--- src/include/pt8_params.svh ---
// constants of the 8-bit period timer: register indices, fields, reset values, counts
`ifndef PT8_PARAMS_SVH
`define PT8_PARAMS_SVH

// ----------------------------------------------------------------------------
// register indices (byte address is four times the index)
// ----------------------------------------------------------------------------
`define PT8_IDX_IRQ_FLAGS 8'h0c
`define PT8_IDX_COUNTER 8'h11
`define PT8_IDX_CONTROL 8'h12
`define PT8_IDX_IRQ_MASK 8'h8c
`define PT8_IDX_PERIOD 8'h92

// ----------------------------------------------------------------------------
// field positions
// ----------------------------------------------------------------------------
`define PT8_CTL_PRE_LSB 0
`define PT8_CTL_PRE_MSB 1
`define PT8_CTL_RUN 2
`define PT8_CTL_POST_LSB 3
`define PT8_CTL_POST_MSB 6
`define PT8_CTL_IMPL 8'h7f
`define PT8_IRQ_MATCH_BIT 1
`define PT8_IRQ_IMPL 8'h02

// ----------------------------------------------------------------------------
// reset values
// ----------------------------------------------------------------------------
`define PT8_RST_COUNTER 8'h00
`define PT8_RST_CONTROL 8'h00
`define PT8_RST_PERIOD 8'hff
`define PT8_RST_IRQ 8'h00

// ----------------------------------------------------------------------------
// divider terminal counts (divide by limit plus one)
// ----------------------------------------------------------------------------
`define PT8_INSTR_LIMIT 4'h3
`define PT8_PRE_LIMIT_1 4'h0
`define PT8_PRE_LIMIT_4 4'h3
`define PT8_PRE_LIMIT_16 4'hf

`endif

--- src/include/pt8_pkg.sv ---
// types shared by the 8-bit period timer modules
package pt8_pkg;

  // state of one small modulo divider
  typedef struct packed {
    logic [3:0] count;
  } pt8_div_s;

  // time base handed to the pwm unit
  typedef struct packed {
    logic [7:0] time_base;
    logic period_match;
  } pt8_pwm_s;

  // complete state of the timer top
  typedef struct packed {
    logic [7:0] counter;
    logic [7:0] period;
    logic [7:0] control;
    logic [7:0] irq_flags;
    logic [7:0] irq_mask;
    logic ack;
    logic [7:0] rdata;
    logic match_out;
  } pt8_state_s;

endpackage : pt8_pkg

--- src/rtl/pt8_div.sv ---
// modulo divider with synchronous clear, used for the clock, pre- and postscaler
`timescale 1ns/1ps
`include "pt8_params.svh"

module pt8_div (
  input wire logic clk,
  input wire logic reset,
  input wire logic tick,
  input wire logic clear,
  input wire logic [3:0] limit,
  output logic [3:0] count,
  output logic tc
);

  pt8_pkg::pt8_div_s st_r;
  pt8_pkg::pt8_div_s st_nxt;

  // clear wins over a tick so a cleared divider never fires in that cycle
  assign tc = tick & ~clear & (st_r.count >= limit);
  assign count = st_r.count;

  // next count: clear, wrap at the limit, or advance on a tick
  always_comb begin
    st_nxt = st_r;
    if (clear) begin
      st_nxt.count = 4'h0;
    end else if (tc) begin
      st_nxt.count = 4'h0; // >= also recovers if the limit dropped below the count
    end else if (tick) begin
      st_nxt.count = st_r.count + 4'h1;
    end
  end

  // state register
  always_ff @(posedge clk) begin
    if (reset) begin
      st_r <= '0;
    end else begin
      st_r <= st_nxt;
    end
  end

endmodule : pt8_div

--- src/rtl/pt8_timer.sv ---
// 8-bit period timer with pre/postscaler, wishbone register slave and match interrupt
//
// The Wishbone register port is this design's own decision.
`timescale 1ns/1ps
`include "pt8_params.svh"

// Contract
// - The counter counts up from zero and wraps to zero on the tick after it equals the period.
// - The count tick is clock/4, then divided by 1, 4 or 16 for prescale 00, 01 or 1x.
// - A 4-bit postscaler divides matches by setting plus one; its end count sets the flag.
// - The postscaled match is latched in the match flag, bit one of the interrupt flags.
// - The counter runs only while the run bit, control bit two, is one.
// - Prescaler and postscaler counts clear on a counter write, a control write and any reset.
// - A control write leaves the counter value unchanged.
// - The counter is readable and writable and clears to zero on reset.
// - The period register is readable and writable and loads all ones on reset.
// - The raw match pulse, ahead of the postscaler, goes to the serial port as a shift clock.
// - The counter and its period match are offered to the pwm unit as its time base.
module pt8_timer (
  input wire logic clk,
  input wire logic reset,
  input wire logic wb_cyc_i,
  input wire logic wb_stb_i,
  input wire logic wb_we_i,
  input wire logic [9:0] wb_adr_i,
  input wire logic [3:0] wb_sel_i,
  input wire logic [31:0] wb_dat_i,
  output logic [31:0] wb_dat_o,
  output logic wb_ack_o,
  output logic irq_o,
  output logic sync_serial_port_shift_tick,
  output pt8_pkg::pt8_pwm_s capture_compare_pwm_unit_base
);

  // --------------------------------------------------------------------------
  // helpers
  // --------------------------------------------------------------------------

  // register hit on a word index
  function automatic logic pt8_hit(input logic [7:0] idx, input logic [7:0] target);
    pt8_hit = (idx == target);
  endfunction : pt8_hit

  // --------------------------------------------------------------------------
  // state and bus decode
  // --------------------------------------------------------------------------

  pt8_pkg::pt8_state_s st_r;
  pt8_pkg::pt8_state_s st_nxt;

  logic bus_req;
  logic bus_commit;
  logic [7:0] bus_idx;
  logic wr_lane;
  logic wr_counter;
  logic wr_control;
  logic wr_period;
  logic wr_mask;
  logic rd_flags;
  logic scaler_clr;
  logic timer_run;
  logic [1:0] prescale_select;
  logic [3:0] postscale_select;
  logic [3:0] pre_limit;
  logic instr_tick;
  logic pre_tc;
  logic post_tc;
  logic inc_en;
  logic match_evt;
  logic [3:0] pre_count;
  logic [3:0] post_count;
  logic [3:0] instr_count;

  // a request is taken when ack is high; writes and read side effects happen there
  assign bus_req = wb_cyc_i & wb_stb_i;
  assign bus_commit = bus_req & st_r.ack;
  assign bus_idx = wb_adr_i[9:2];
  assign wr_lane = bus_commit & wb_we_i & wb_sel_i[0];
  assign wr_counter = wr_lane & pt8_hit(bus_idx, `PT8_IDX_COUNTER);
  assign wr_control = wr_lane & pt8_hit(bus_idx, `PT8_IDX_CONTROL);
  assign wr_period = wr_lane & pt8_hit(bus_idx, `PT8_IDX_PERIOD);
  assign wr_mask = wr_lane & pt8_hit(bus_idx, `PT8_IDX_IRQ_MASK);
  assign rd_flags = bus_commit & ~wb_we_i & pt8_hit(bus_idx, `PT8_IDX_IRQ_FLAGS);

  // control fields
  assign timer_run = st_r.control[`PT8_CTL_RUN];
  assign prescale_select = st_r.control[`PT8_CTL_PRE_MSB:`PT8_CTL_PRE_LSB];
  assign postscale_select = st_r.control[`PT8_CTL_POST_MSB:`PT8_CTL_POST_LSB];

  // both scalers restart on these writes; reset is handled inside the dividers
  assign scaler_clr = wr_counter | wr_control;

  // prescale limit: 00 -> /1, 01 -> /4, 1x -> /16
  always_comb begin
    if (prescale_select[1]) begin
      pre_limit = `PT8_PRE_LIMIT_16;
    end else if (prescale_select[0]) begin
      pre_limit = `PT8_PRE_LIMIT_4;
    end else begin
      pre_limit = `PT8_PRE_LIMIT_1;
    end
  end

  // --------------------------------------------------------------------------
  // clock chain: instruction tick, prescaler, postscaler
  // --------------------------------------------------------------------------

  // instruction tick every fourth clock, free running
  pt8_div u_instr (
    .clk(clk),
    .reset(reset),
    .tick(1'b1),
    .clear(1'b0),
    .limit(`PT8_INSTR_LIMIT),
    .count(instr_count),
    .tc(instr_tick)
  );

  // prescaler only advances while running, so a stopped timer burns no ticks
  pt8_div u_pre (
    .clk(clk),
    .reset(reset),
    .tick(instr_tick & timer_run),
    .clear(scaler_clr),
    .limit(pre_limit),
    .count(pre_count),
    .tc(pre_tc)
  );

  // a software counter write takes precedence over a coincident increment
  assign inc_en = pre_tc & ~wr_counter;
  assign match_evt = inc_en & (st_r.counter == st_r.period);

  // postscaler counts matches; setting n gives a flag every n+1 matches
  pt8_div u_post (
    .clk(clk),
    .reset(reset),
    .tick(match_evt),
    .clear(scaler_clr),
    .limit(postscale_select),
    .count(post_count),
    .tc(post_tc)
  );

  // --------------------------------------------------------------------------
  // next state
  // --------------------------------------------------------------------------

  always_comb begin
    st_nxt = st_r;
    // counter: write first, then wrap or increment
    if (wr_counter) begin
      st_nxt.counter = wb_dat_i[7:0];
    end else if (match_evt) begin
      st_nxt.counter = 8'h00;
    end else if (inc_en) begin
      st_nxt.counter = st_r.counter + 8'h01;
    end
    // control write keeps the counter, only restarts the scalers
    if (wr_control) begin
      st_nxt.control = wb_dat_i[7:0] & `PT8_CTL_IMPL;
    end
    if (wr_period) begin
      st_nxt.period = wb_dat_i[7:0];
    end
    if (wr_mask) begin
      st_nxt.irq_mask = wb_dat_i[7:0] & `PT8_IRQ_IMPL;
    end
    // flags: clear only the bits that the read returned, then set wins
    st_nxt.irq_flags = st_r.irq_flags & ~(rd_flags ? st_r.rdata : 8'h00);
    if (post_tc) begin
      st_nxt.irq_flags[`PT8_IRQ_MATCH_BIT] = 1'b1;
    end
    // raw match pulse for the serial port and pwm, one clock wide
    st_nxt.match_out = match_evt;
    // bus: ack one cycle after the request, dropped after the commit edge
    st_nxt.ack = bus_req & ~st_r.ack;
    if (bus_req & ~st_r.ack) begin
      unique case (bus_idx)
        `PT8_IDX_COUNTER: st_nxt.rdata = st_r.counter;
        `PT8_IDX_CONTROL: st_nxt.rdata = st_r.control;
        `PT8_IDX_PERIOD: st_nxt.rdata = st_r.period;
        `PT8_IDX_IRQ_FLAGS: st_nxt.rdata = st_r.irq_flags;
        `PT8_IDX_IRQ_MASK: st_nxt.rdata = st_r.irq_mask;
        default: st_nxt.rdata = 8'h00; // unmapped reads as zero
      endcase
    end
  end

  // state register; reset also clears the scalers inside the dividers
  always_ff @(posedge clk) begin
    if (reset) begin
      st_r.counter <= `PT8_RST_COUNTER;
      st_r.period <= `PT8_RST_PERIOD;
      st_r.control <= `PT8_RST_CONTROL;
      st_r.irq_flags <= `PT8_RST_IRQ;
      st_r.irq_mask <= `PT8_RST_IRQ;
      st_r.ack <= 1'b0;
      st_r.rdata <= 8'h00;
      st_r.match_out <= 1'b0;
    end else begin
      st_r <= st_nxt;
    end
  end

  // --------------------------------------------------------------------------
  // outputs
  // --------------------------------------------------------------------------

  // narrow data in the low lane, upper bits read zero
  assign wb_dat_o = {24'h000000, st_r.rdata};
  assign wb_ack_o = st_r.ack;
  assign irq_o = |(st_r.irq_flags & st_r.irq_mask);
  assign sync_serial_port_shift_tick = st_r.match_out;
  // pwm sees the live counter and the registered match strobe
  assign capture_compare_pwm_unit_base.time_base = st_r.counter;
  assign capture_compare_pwm_unit_base.period_match = st_r.match_out;

  // --------------------------------------------------------------------------
  // assertions
  // --------------------------------------------------------------------------

  a_count_wrap: assert property (@(posedge clk) disable iff (reset)
    inc_en && (st_r.counter == st_r.period) |=> st_r.counter == 8'h00)
    else $error("counter did not wrap to zero after period match");

  a_count_step: assert property (@(posedge clk) disable iff (reset)
    inc_en && (st_r.counter != st_r.period) |=> st_r.counter == $past(st_r.counter) + 8'h01)
    else $error("counter did not advance by one");

  a_prescale_one: assert property (@(posedge clk) disable iff (reset)
    timer_run && (prescale_select == 2'b00) && !scaler_clr && instr_tick |-> pre_tc)
    else $error("prescale 1 did not pass the instruction tick");

  a_prescale_sixteen: assert property (@(posedge clk) disable iff (reset)
    pre_tc && prescale_select[1] |-> pre_count == 4'hf)
    else $error("prescale 16 fired at the wrong count");

  a_instr_quarter: assert property (@(posedge clk) disable iff (reset)
    instr_tick |=> !instr_tick [*3] ##1 instr_tick)
    else $error("instruction tick is not every fourth clock");

  a_post_direct: assert property (@(posedge clk) disable iff (reset)
    match_evt && (postscale_select == 4'h0) |-> post_tc)
    else $error("postscale 1 did not pass the match");

  a_flag_set: assert property (@(posedge clk) disable iff (reset)
    post_tc |=> st_r.irq_flags[`PT8_IRQ_MATCH_BIT])
    else $error("postscaler terminal count did not set the match flag");

  a_stop_hold: assert property (@(posedge clk) disable iff (reset)
    !timer_run && !wr_counter |=> $stable(st_r.counter))
    else $error("counter moved while stopped");

  a_stop_nomatch: assert property (@(posedge clk) disable iff (reset)
    !timer_run |-> !match_evt)
    else $error("match produced while stopped");

  a_scaler_clear: assert property (@(posedge clk) disable iff (reset)
    scaler_clr |=> (pre_count == 4'h0) && (post_count == 4'h0))
    else $error("scalers not cleared by a counter or control write");

  a_ctrl_keep: assert property (@(posedge clk) disable iff (reset)
    wr_control |=> st_r.counter == $past(st_r.counter))
    else $error("control write changed the counter");

  a_reset_vals: assert property (@(posedge clk)
    reset |=> (st_r.period == 8'hff) && (st_r.counter == 8'h00) && (pre_count == 4'h0))
    else $error("wrong values after reset");

  a_cnt_write: assert property (@(posedge clk) disable iff (reset)
    wr_counter |=> st_r.counter == $past(wb_dat_i[7:0]))
    else $error("counter write not stored");

  a_shift_tick: assert property (@(posedge clk) disable iff (reset)
    match_evt |=> sync_serial_port_shift_tick ##1 !sync_serial_port_shift_tick || match_evt)
    else $error("serial port tick did not follow the match");

  a_pwm_base: assert property (@(posedge clk) disable iff (reset)
    capture_compare_pwm_unit_base.period_match |-> capture_compare_pwm_unit_base.time_base == 8'h00
      || $past(wr_counter))
    else $error("pwm match not paired with a zeroed time base");

  a_bus_ack: assert property (@(posedge clk) disable iff (reset)
    bus_req && !wb_ack_o |=> wb_ack_o ##1 !wb_ack_o)
    else $error("ack not given in the cycle after the request");

  a_instr_phase: assert property (@(posedge clk) disable iff (reset)
    instr_tick |-> instr_count == `PT8_INSTR_LIMIT)
    else $error("instruction tick at the wrong divider count");

  a_flag_sticky: assert property (@(posedge clk) disable iff (reset)
    $fell(st_r.irq_flags[`PT8_IRQ_MATCH_BIT]) |-> $past(rd_flags))
    else $error("match flag dropped without a flag read");

  a_run_gate: assert property (@(posedge clk) disable iff (reset)
    !timer_run |-> !pre_tc)
    else $error("prescaler fired while stopped");

  a_lane_ignore: assert property (@(posedge clk) disable iff (reset)
    bus_commit && wb_we_i && !wb_sel_i[0] |=> $stable(st_r.period) && $stable(st_r.control))
    else $error("write with the low lane off changed a register");

endmodule : pt8_timer

--- config.mk ---
export PLATFORM = sky130hd
export DESIGN_NAME = pt8_timer
export DESIGN_NICKNAME = d
export VERILOG_FILES = /design/src/include/pt8_pkg.sv /design/src/rtl/pt8_div.sv /design/src/rtl/pt8_timer.sv
export VERILOG_INCLUDE_DIRS = /design/src /design/src/include
export SDC_FILE = /design/constraint.sdc
export NUM_CORES = 1
export LEC_CHECK = 0
export BUFFER_PORTS_ARGS = -buffer_cell sky130_fd_sc_hd__buf_2
export CAP_MARGIN = 20
export CORE_MARGIN = 2
export CORE_UTILIZATION = 30
export DETAILED_ROUTE_END_ITERATION = 10
export GPL_TIMING_DRIVEN = 1
export SLEW_MARGIN = 5
export SYNTH_ARGS = -nofsm -noshare
export SYNTH_HDL_FRONTEND = slang
export SYNTH_SLANG_ARGS = --single-unit
--- constraint.sdc ---
create_clock -name clk -period 5.1 [get_ports clk]
set_clock_uncertainty 0.15 [all_clocks]
set_input_delay 0.765 -clock clk [delete_from_list [all_inputs] [get_ports clk]]
set_output_delay 0.765 -clock clk [all_outputs]
set_load 0.01 [all_outputs]
==> flow_metrics.env, run 1 <==
export IMPL_clkSlewWorstSetupHoldPaths_ps=100
export IMPL_synth_seq_area_share_pct=35.24
export IMPL_required_ps=5120
export IMPL_multi_input_combinational_cell_area_sq_um=1675
export IMPL_synth_top_cells_by_count="sky130_fd_sc_hd__dfxtp_1 (54), sky130_fd_sc_hd__buf_4 (41), sky130_fd_sc_hd__nor2_1 (40), sky130_fd_sc_hd__a21oi_1 (16), sky130_fd_sc_hd__nor2b_1 (14)"
export IMPL_ys_warn_count=0
export IMPL_cts_resized=0
export IMPL_vias_per_cell=4.775
export IMPL_hold_path_startpoint="u_instr.count[0]"
export IMPL_max_cap_violations=0
export IMPL_syn_cell_area_sq_um=3068
export IMPL_clock_root_buffer_master="sky130_fd_sc_hd__clkbuf_8"
export IMPL_port_buffers=41
export IMPL_rr_startpoint="prescale_select[0]"
export IMPL_clock_fmax_mhz=340.8
export IMPL_worst_r2r_cell_count=9
export IMPL_synth_seq_cells=54
export IMPL_num_rows=36
export IMPL_cts_hold_buf=0
export IMPL_path_cells="buf_2 -> or4_4 -> nor4_4 -> nor4_1 -> buf_4 -> nor2b_1 -> a221oi_1 -> nor3_1"
export IMPL_gp_routability_congestion=0.7868
export IMPL_synthDominantCellAreaShare_pct=35.24
export IMPL_rsz0062_at_grt="false"
export IMPL_worstSkewPairLatency_ps=310
export IMPL_powerDensity_nw_per_um2=215.5
export IMPL_floorplan_die_width_microns=105.1
export IMPL_yosysMostFrequentCell="sky130_fd_sc_hd__dfxtp_1"
export IMPL_dp_hpwl_microns=5203
export IMPL_synth_enable_flop_cells=0
export IMPL_report_final_hold_viol_count=0
export IMPL_report_final_setup_viol=0
export IMPL_cts_tree="done"
export IMPL_timing_critical_path_arrival_ps=2960
export IMPL_dr_total_vias=2378
export IMPL_final_min_period_over_clock_period_pct=57.54
export IMPL_antennaDiodeCount=0
export IMPL_timing_setup_critical_path_class="in -> reg"
export IMPL_fill_cells=1044
export IMPL_post_cts_setup_buffer_count=0
export IMPL_worst_hold_path_type="reg -> reg"
export IMPL_run_status="finished, final reports clean"
export IMPL_crit_family="simple AND/OR/NAND/NOR gates"
export IMPL_synthesis_area_per_instance_sq_um=8.971
export IMPL_ff2ff_setup_slack_ps=2300
export IMPL_seq_area_sq_um=1081
export IMPL_period_minus_ws_final_ps=2934
export IMPL_synth_ff_type="sky130_fd_sc_hd__dfxtp_1"
export IMPL_tns_ps=0
export IMPL_slew_limit_headroom_pct=45.54
export IMPL_start_util_pct=31.10
export IMPL_worstPathBufferInverterCount=2
export IMPL_ys_async_sr_fraction_pct=0
export IMPL_setup_worst_path_start_class="input pin"
export IMPL_synth_top_cells_by_area="sky130_fd_sc_hd__dfxtp_1 (35%), sky130_fd_sc_hd__buf_4 (10%), sky130_fd_sc_hd__ha_1 (4.9%)"
export IMPL_synth_top_cell_by_area="sky130_fd_sc_hd__dfxtp_1"
export IMPL_drt_iter0_markers=70
export IMPL_floorplan_core_area_sq_um=9864
export IMPL_wirelength_microns=6737
export IMPL_route_detailed_drc=0
export IMPL_die_height_microns=105.1
export IMPL_detail_route_first_pass_iterations=5
export IMPL_tritoncts_num_sinks=54
export IMPL_clock_tree_htree_level_count=2
export IMPL_cts_max_path_buffers=2
export IMPL_ant_nets=0
export IMPL_static_leakage_power_uw=0.001297
export IMPL_synthesis_to_finish_area_growth_pct=6.036
export IMPL_global_route_usage_total_pct=12.52
export IMPL_timing_max_transition_violations_final=0
export IMPL_first_pass_grt_wire_length_microns=11070
export IMPL_worst_r2r_endpoint="capture_compare_pwm_unit_base[8]"
export IMPL_global_route_overflow_total=0
export IMPL_worst_hold_path_num_cells=1
export IMPL_fin_total_pwr_uw=701.0
export IMPL_fin_nets=428
export IMPL_tightestPinTransition_ps=813.8
export IMPL_setup_worst_path_end_class="register"
export IMPL_antenna_found_initial=0
export IMPL_vdd_ir_drop_worst_uv=92.96
export IMPL_holdPathEnd="u_instr.count[0]"
export IMPL_timing_critical_path_slowest_stage_cell="sky130_fd_sc_hd__nor4_4"
export IMPL_cpPeakStageDelay_ps=570
export IMPL_tritoncts_num_buffers=5
export IMPL_syn_inst=342
export IMPL_top_level_ports=95
export IMPL_layout_drive_gt1_share_pct=20.00
export IMPL_worstPathMaxFanout=12
export IMPL_detail_route_wl_per_cell_microns=13.53
export IMPL_fp_dieArea_sq_um=11050
export IMPL_yosys_cell_types_count=56
export IMPL_grt_pass1_vias=2196
export IMPL_grt_start_max_net_pins=42
==> logic make-up (layout without fill, tap and decap cells) <==
group | count (synthesis) | after routing | synth area share (%)
AOI/OAI and AO/OA | 73 | 73 | 17.86
xor gates and xnor gates | 14 | 14 | 3.996
adders and majority gates | 12 | 12 | 4.894
buffers and inverters | 60 | 58 | 13.21
DFF | 54 | 54 | 35.24
muxes | 6 | 6 | 1.998
other | 1 | 26 | 0.1222
and+or+nand+nor | 122 | 122 | 22.68
==> layout by cell type, fill, tap and decap left out, types with 11 or more instances in the layout <==
master                    Yosys  final
sky130_fd_sc_hd__buf_2        2     41
sky130_fd_sc_hd__ha_1        12     12
sky130_fd_sc_hd__a21oi_1     16     16
sky130_fd_sc_hd__nor2b_1     14     14
sky130_fd_sc_hd__nand2_1     13     13
sky130_fd_sc_hd__a22o_1      12     12
sky130_fd_sc_hd__nor3_1      11     11
sky130_fd_sc_hd__nor2_1      40     40
sky130_fd_sc_hd__dfxtp_1     54     54
sky130_fd_sc_hd__conb_1       1     26
==> worst register-to-register path, cell delays in order, from the launching register on <==
cell                        delay, ps
sky130_fd_sc_hd__dfxtp_1          340
sky130_fd_sc_hd__or2_2            310
sky130_fd_sc_hd__ha_1             260
sky130_fd_sc_hd__nand2b_1         130
sky130_fd_sc_hd__a2111oi_0        530
sky130_fd_sc_hd__nor4_1           100
sky130_fd_sc_hd__buf_4            210
sky130_fd_sc_hd__nor2b_1          210
sky130_fd_sc_hd__a221oi_1         350
sky130_fd_sc_hd__nor3_1            80
==> layout make-up <==
class	instances	area share (%)
Clock buffer	5	2.115
Clock inverter	2	0.4615
Inverter	9	1.038
Multi-Input combinational cell	253	51.50
Sequential cell	54	33.23
Tap cell	133	5.115
Timing Repair Buffer	42	6.538
==> registers in the layout (all words and copies together) (netlist names) <==
signal	count
sync_serial_port_shift_tick	1
u_instr.count	4
wb_ack_o	1
capture_compare_pwm_unit_base	8
u_pre.count	4
postscale_select	4
st_r	18
u_post.count	4
prescale_select	2
wb_dat_o	8
==> how the worst max path moves through the flow <==
stage,start,end,cells after the start
final,wb_adr_i[2],capture_compare_pwm_unit_base[8],8
after global routing,wb_adr_i[2],capture_compare_pwm_unit_base[7],8
after CTS,wb_adr_i[2],capture_compare_pwm_unit_base[8],8
after detailed placement,wb_adr_i[2],capture_compare_pwm_unit_base[8],8
after global placement,wb_adr_i[2],capture_compare_pwm_unit_base[8],8
after floorplan,wb_adr_i[2],st_r[40],7
==> through the flow <==
| stage | util [%] | setup slack (ps) | instances | cell area [sq um] | hold slack [ps] |
|---|---|---|---|---|---|
| floorplan | - | 2677 | 367 | 3162 | 248.4 |
| global placement | 32.13 | 1831 | 491 | 3169 | 258.2 |
| detailed placement | 32.13 | 1819 | 491 | 3169 | 271.7 |
| CTS | 32.98 | 2161 | 498 | 3253 | 286.0 |
| global route | 32.98 | 2006 | 498 | 3253 | 307.2 |
| finish | 32.98 | 2166 | 498 | 3253 | 276.5 |
==> layer usage <==
layer | up-vias | GRT usage [%] | wire length [microns]
met4 | 0 | 4.095 | 70
met5 | - | 0 | 0
met2 | 50 | 19.53 | 3031
met1 | 1137 | 17.43 | 3398
met3 | 4 | 2.246 | 236
li1 | 1187 | - | -
==> power breakdown <==
part	switching, uW	internal (uW)	total [uW]
clock	138	94.1	232
sequential	1.47	423	425
combinational	30.7	13.1	43.8
total	170	531	701
Note: power is estimated with default switching activity, not from simulation.
==> inputs of run 2 (changes only) <==
Settings changed: ABC_AREA from default to 1.
Clock period 5.1 ns to 2.6 ns, I/O delays scaled along.
==> run 2 against run 1 <==
Net effect:
- design area grew 6.1%
- clock power is 100% higher
- sequential share of layout area is 1.9 points lower
- die area is 4.9% higher
- cell count increased by 25%
- global-route usage up 1.6 points
- sequential power grew 96%
- flip-flop and latch count did not move
- synthesized cell count up 35%
- critical endpoint is now u_post.count[2]
- non-clock buffer count increased by 3
==> flow_metrics.env, run 2 <==
export IMPL_run_status="finished, final reports clean"
export IMPL_final_min_period_over_clock_period_pct=79.84
export IMPL_first_pass_grt_wire_length_microns=12890
export IMPL_ys_warn_count=0
export IMPL_worst_r2r_cell_count=11
export IMPL_dr_total_vias=2801
export IMPL_port_buffers=41
export IMPL_clock_root_buffer_master="sky130_fd_sc_hd__clkbuf_8"
export IMPL_cts_tree="done"
export IMPL_hold_path_startpoint="wb_dat_i[7]"
export IMPL_clock_tree_htree_level_count=2
export IMPL_drt_met1_wl_microns=3619
export IMPL_route_detailed_drc=0
export IMPL_yosys_cell_types_count=34
export IMPL_start_util_pct=31.08
export IMPL_synth_top_cells_by_count="sky130_fd_sc_hd__nand2_1 (103), sky130_fd_sc_hd__nand3_1 (55), sky130_fd_sc_hd__dfxtp_1 (54), sky130_fd_sc_hd__inv_1 (52), sky130_fd_sc_hd__buf_4 (41)"
export IMPL_antenna_found_initial=0
export IMPL_worstSkewPairLatency_ps=310
export IMPL_cts_resized=0
export IMPL_fin_nets=551
export IMPL_antennaDiodeCount=0
export IMPL_static_leakage_power_uw=0.001681
export IMPL_tns_ps=0
export IMPL_most_used_cells_in_the_layout_excluding_fill_and_tap_cells="sky130_fd_sc_hd__nand2_1 (103), sky130_fd_sc_hd__nand3_1 (55), sky130_fd_sc_hd__dfxtp_1 (54)"
export IMPL_synthesis_to_finish_area_growth_pct=7.104
export IMPL_syn_inst=462
export IMPL_tritoncts_num_buffers=5
export IMPL_synthDominantCellAreaShare_pct=33.54
export IMPL_ff2ff_setup_slack_ps=520
export IMPL_gp_routability_congestion=0.8728
export IMPL_fp_dieArea_sq_um=11590
export IMPL_max_cap_violations=0
export IMPL_syn_cell_area_sq_um=3223
export IMPL_met2_length_microns=3764
export IMPL_detail_route_wl_per_cell_microns=12.54
export IMPL_layout_drive_gt1_share_pct=15.78
export IMPL_report_final_setup_viol=0
export IMPL_tightestPinTransition_ps=645.2
export IMPL_holdPathEnd="st_r[41]"
export IMPL_rr_startpoint="prescale_select[1]"
export IMPL_grt_pass1_vias=2694
export IMPL_floorplan_die_width_microns=107.7
export IMPL_timing_max_transition_violations_final=0
export IMPL_vias_per_cell=4.489
export IMPL_worst_hold_path_type="in -> reg"
export IMPL_worstPathMaxFanout=10
export IMPL_yosysMostFrequentCell="sky130_fd_sc_hd__nand2_1"
export IMPL_max_reg_flops=18
export IMPL_fill_cells=1135
export IMPL_synth_ff_type="sky130_fd_sc_hd__dfxtp_1"
export IMPL_clkSlewWorstSetupHoldPaths_ps=100
export IMPL_rsz0062_at_grt="false"
export IMPL_setup_worst_path_end_class="register"
export IMPL_top_register="st_r"
export IMPL_die_height_microns=107.7
export IMPL_grt_start_max_net_pins=27
export IMPL_post_cts_setup_buffer_count=0
export IMPL_timing_critical_path_arrival_ps=2140
export IMPL_vdd_ir_drop_worst_uv=170.9
export IMPL_synth_seq_area_share_pct=33.54
export IMPL_period_minus_ws_final_ps=2076
export IMPL_mostFrequentLayoutCell="sky130_fd_sc_hd__nand2_1"
export IMPL_drt_iter0_markers=137
export IMPL_num_rows=37
export IMPL_global_route_usage_total_pct=14.15
export IMPL_setup_worst_path_start_class="register"
export IMPL_route_top_layer_used="met4"
export IMPL_cts_hold_buf=0
export IMPL_synth_top_cell_by_area="sky130_fd_sc_hd__dfxtp_1"
export IMPL_synth_top_cells_by_area="sky130_fd_sc_hd__dfxtp_1 (34%), sky130_fd_sc_hd__nand2_1 (12%), sky130_fd_sc_hd__buf_4 (9.5%)"
export IMPL_global_route_overflow_total=0
export IMPL_powerDensity_nw_per_um2=404.7
export IMPL_synth_seq_cells=54
export IMPL_dp_hpwl_microns=6118
export IMPL_cts_max_path_buffers=2
export IMPL_worst_hold_path_num_cells=3
export IMPL_synth_enable_flop_cells=0
export IMPL_route_met3_wl_microns=344
export IMPL_post_route_util_pct=33.29
export IMPL_floorplan_core_area_sq_um=10370
export IMPL_detail_route_first_pass_iterations=4
export IMPL_top_level_ports=95
export IMPL_tritoncts_num_sinks=54
export IMPL_required_ps=2660
export IMPL_report_final_hold_viol_count=0
export IMPL_slew_limit_headroom_pct=56.83
export IMPL_timing_setup_critical_path_class="reg -> reg"
export IMPL_synthesis_area_per_instance_sq_um=6.976
export IMPL_worst_r2r_endpoint="u_post.count[2]"
export IMPL_wirelength_microns=7823
export IMPL_ant_nets=0
export IMPL_ys_async_sr_fraction_pct=0
export IMPL_clock_fmax_mhz=481.8
[run 2: report_power, final]
group          leakage (uW)  total [uW]  internal (uW)  switching [uW]
registers          0.000436         833            831            2.27
clock network     0.0000444         472            187             285
logic               0.00120        92.5           24.1            68.3
[run 2: how the worst max path moves through the flow]
stage | from | to | slack, ps | cells after the start
5_1_grt | prescale_select[0] | u_post.count[0] | 320 | 11
3_3_place_gp | wb_cyc_i | st_r[38] | 550 | 8
4_1_cts | prescale_select[1] | u_post.count[2] | 530 | 11
2_1_floorplan | prescale_select[0] | u_post.count[2] | 890 | 11
3_5_place_dp | wb_cyc_i | st_r[39] | 510 | 8
6_report | prescale_select[1] | u_post.count[2] | 520 | 11
[run 2: worst max-delay path: stages, from the launching register on]
cell	delay [ps]
sky130_fd_sc_hd__dfxtp_1	340
sky130_fd_sc_hd__inv_1	110
sky130_fd_sc_hd__ha_1	320
sky130_fd_sc_hd__nand2_1	50
sky130_fd_sc_hd__inv_1	60
sky130_fd_sc_hd__nand3_1	70
sky130_fd_sc_hd__nand3_1	190
sky130_fd_sc_hd__nand3_4	200
sky130_fd_sc_hd__nor2_4	240
sky130_fd_sc_hd__nand2_2	90
sky130_fd_sc_hd__nand2_2	110
sky130_fd_sc_hd__a21oi_1	50
[run 2: per-stage QoR]
step	cell area (sq um)	hold slack [ps]	power (uW)	setup WS, ps	std cells
after floorplan	3317	248.3	933.5	887.0	487
final	3452	171.6	1397	524.3	624
after CTS	3452	169.6	1410	531.2	624
after global routing	3452	187.6	1458	318.8	624
after detailed placement	3369	279.3	944.0	513.7	617
after global placement	3369	257.6	942.0	549.1	617
[run 2: cells by family after synthesis]
logic type	share of synthesized area (%)
buffers and inverters	17.70
xor gates and xnor gates	2.717
and+or+nand+nor	31.09
DFF	33.54
adders and majority gates	4.658
AOI/OAI and AO/OA	10.17
other	0.1163
[run 2: metal layers]
metal / vias up / GRT usage, %
met5: - / 0
met4: 0 / 3.755
met3: 7 / 2.542
met2: 55 / 25.11
met1: 1276 / 17.51
li1: 1463 / -
[run 2: cell type report]
cell class	count	area, sq um	area share, %
timing repair buffer	45	235.2	6.814
clock buffer	5	68.82	1.993
inverter	58	217.7	6.307
tap	136	170.2	4.929
sequential	54	1081	31.32
multi-input combinational	324	1665	48.24
clock inverter	2	13.76	0.3987
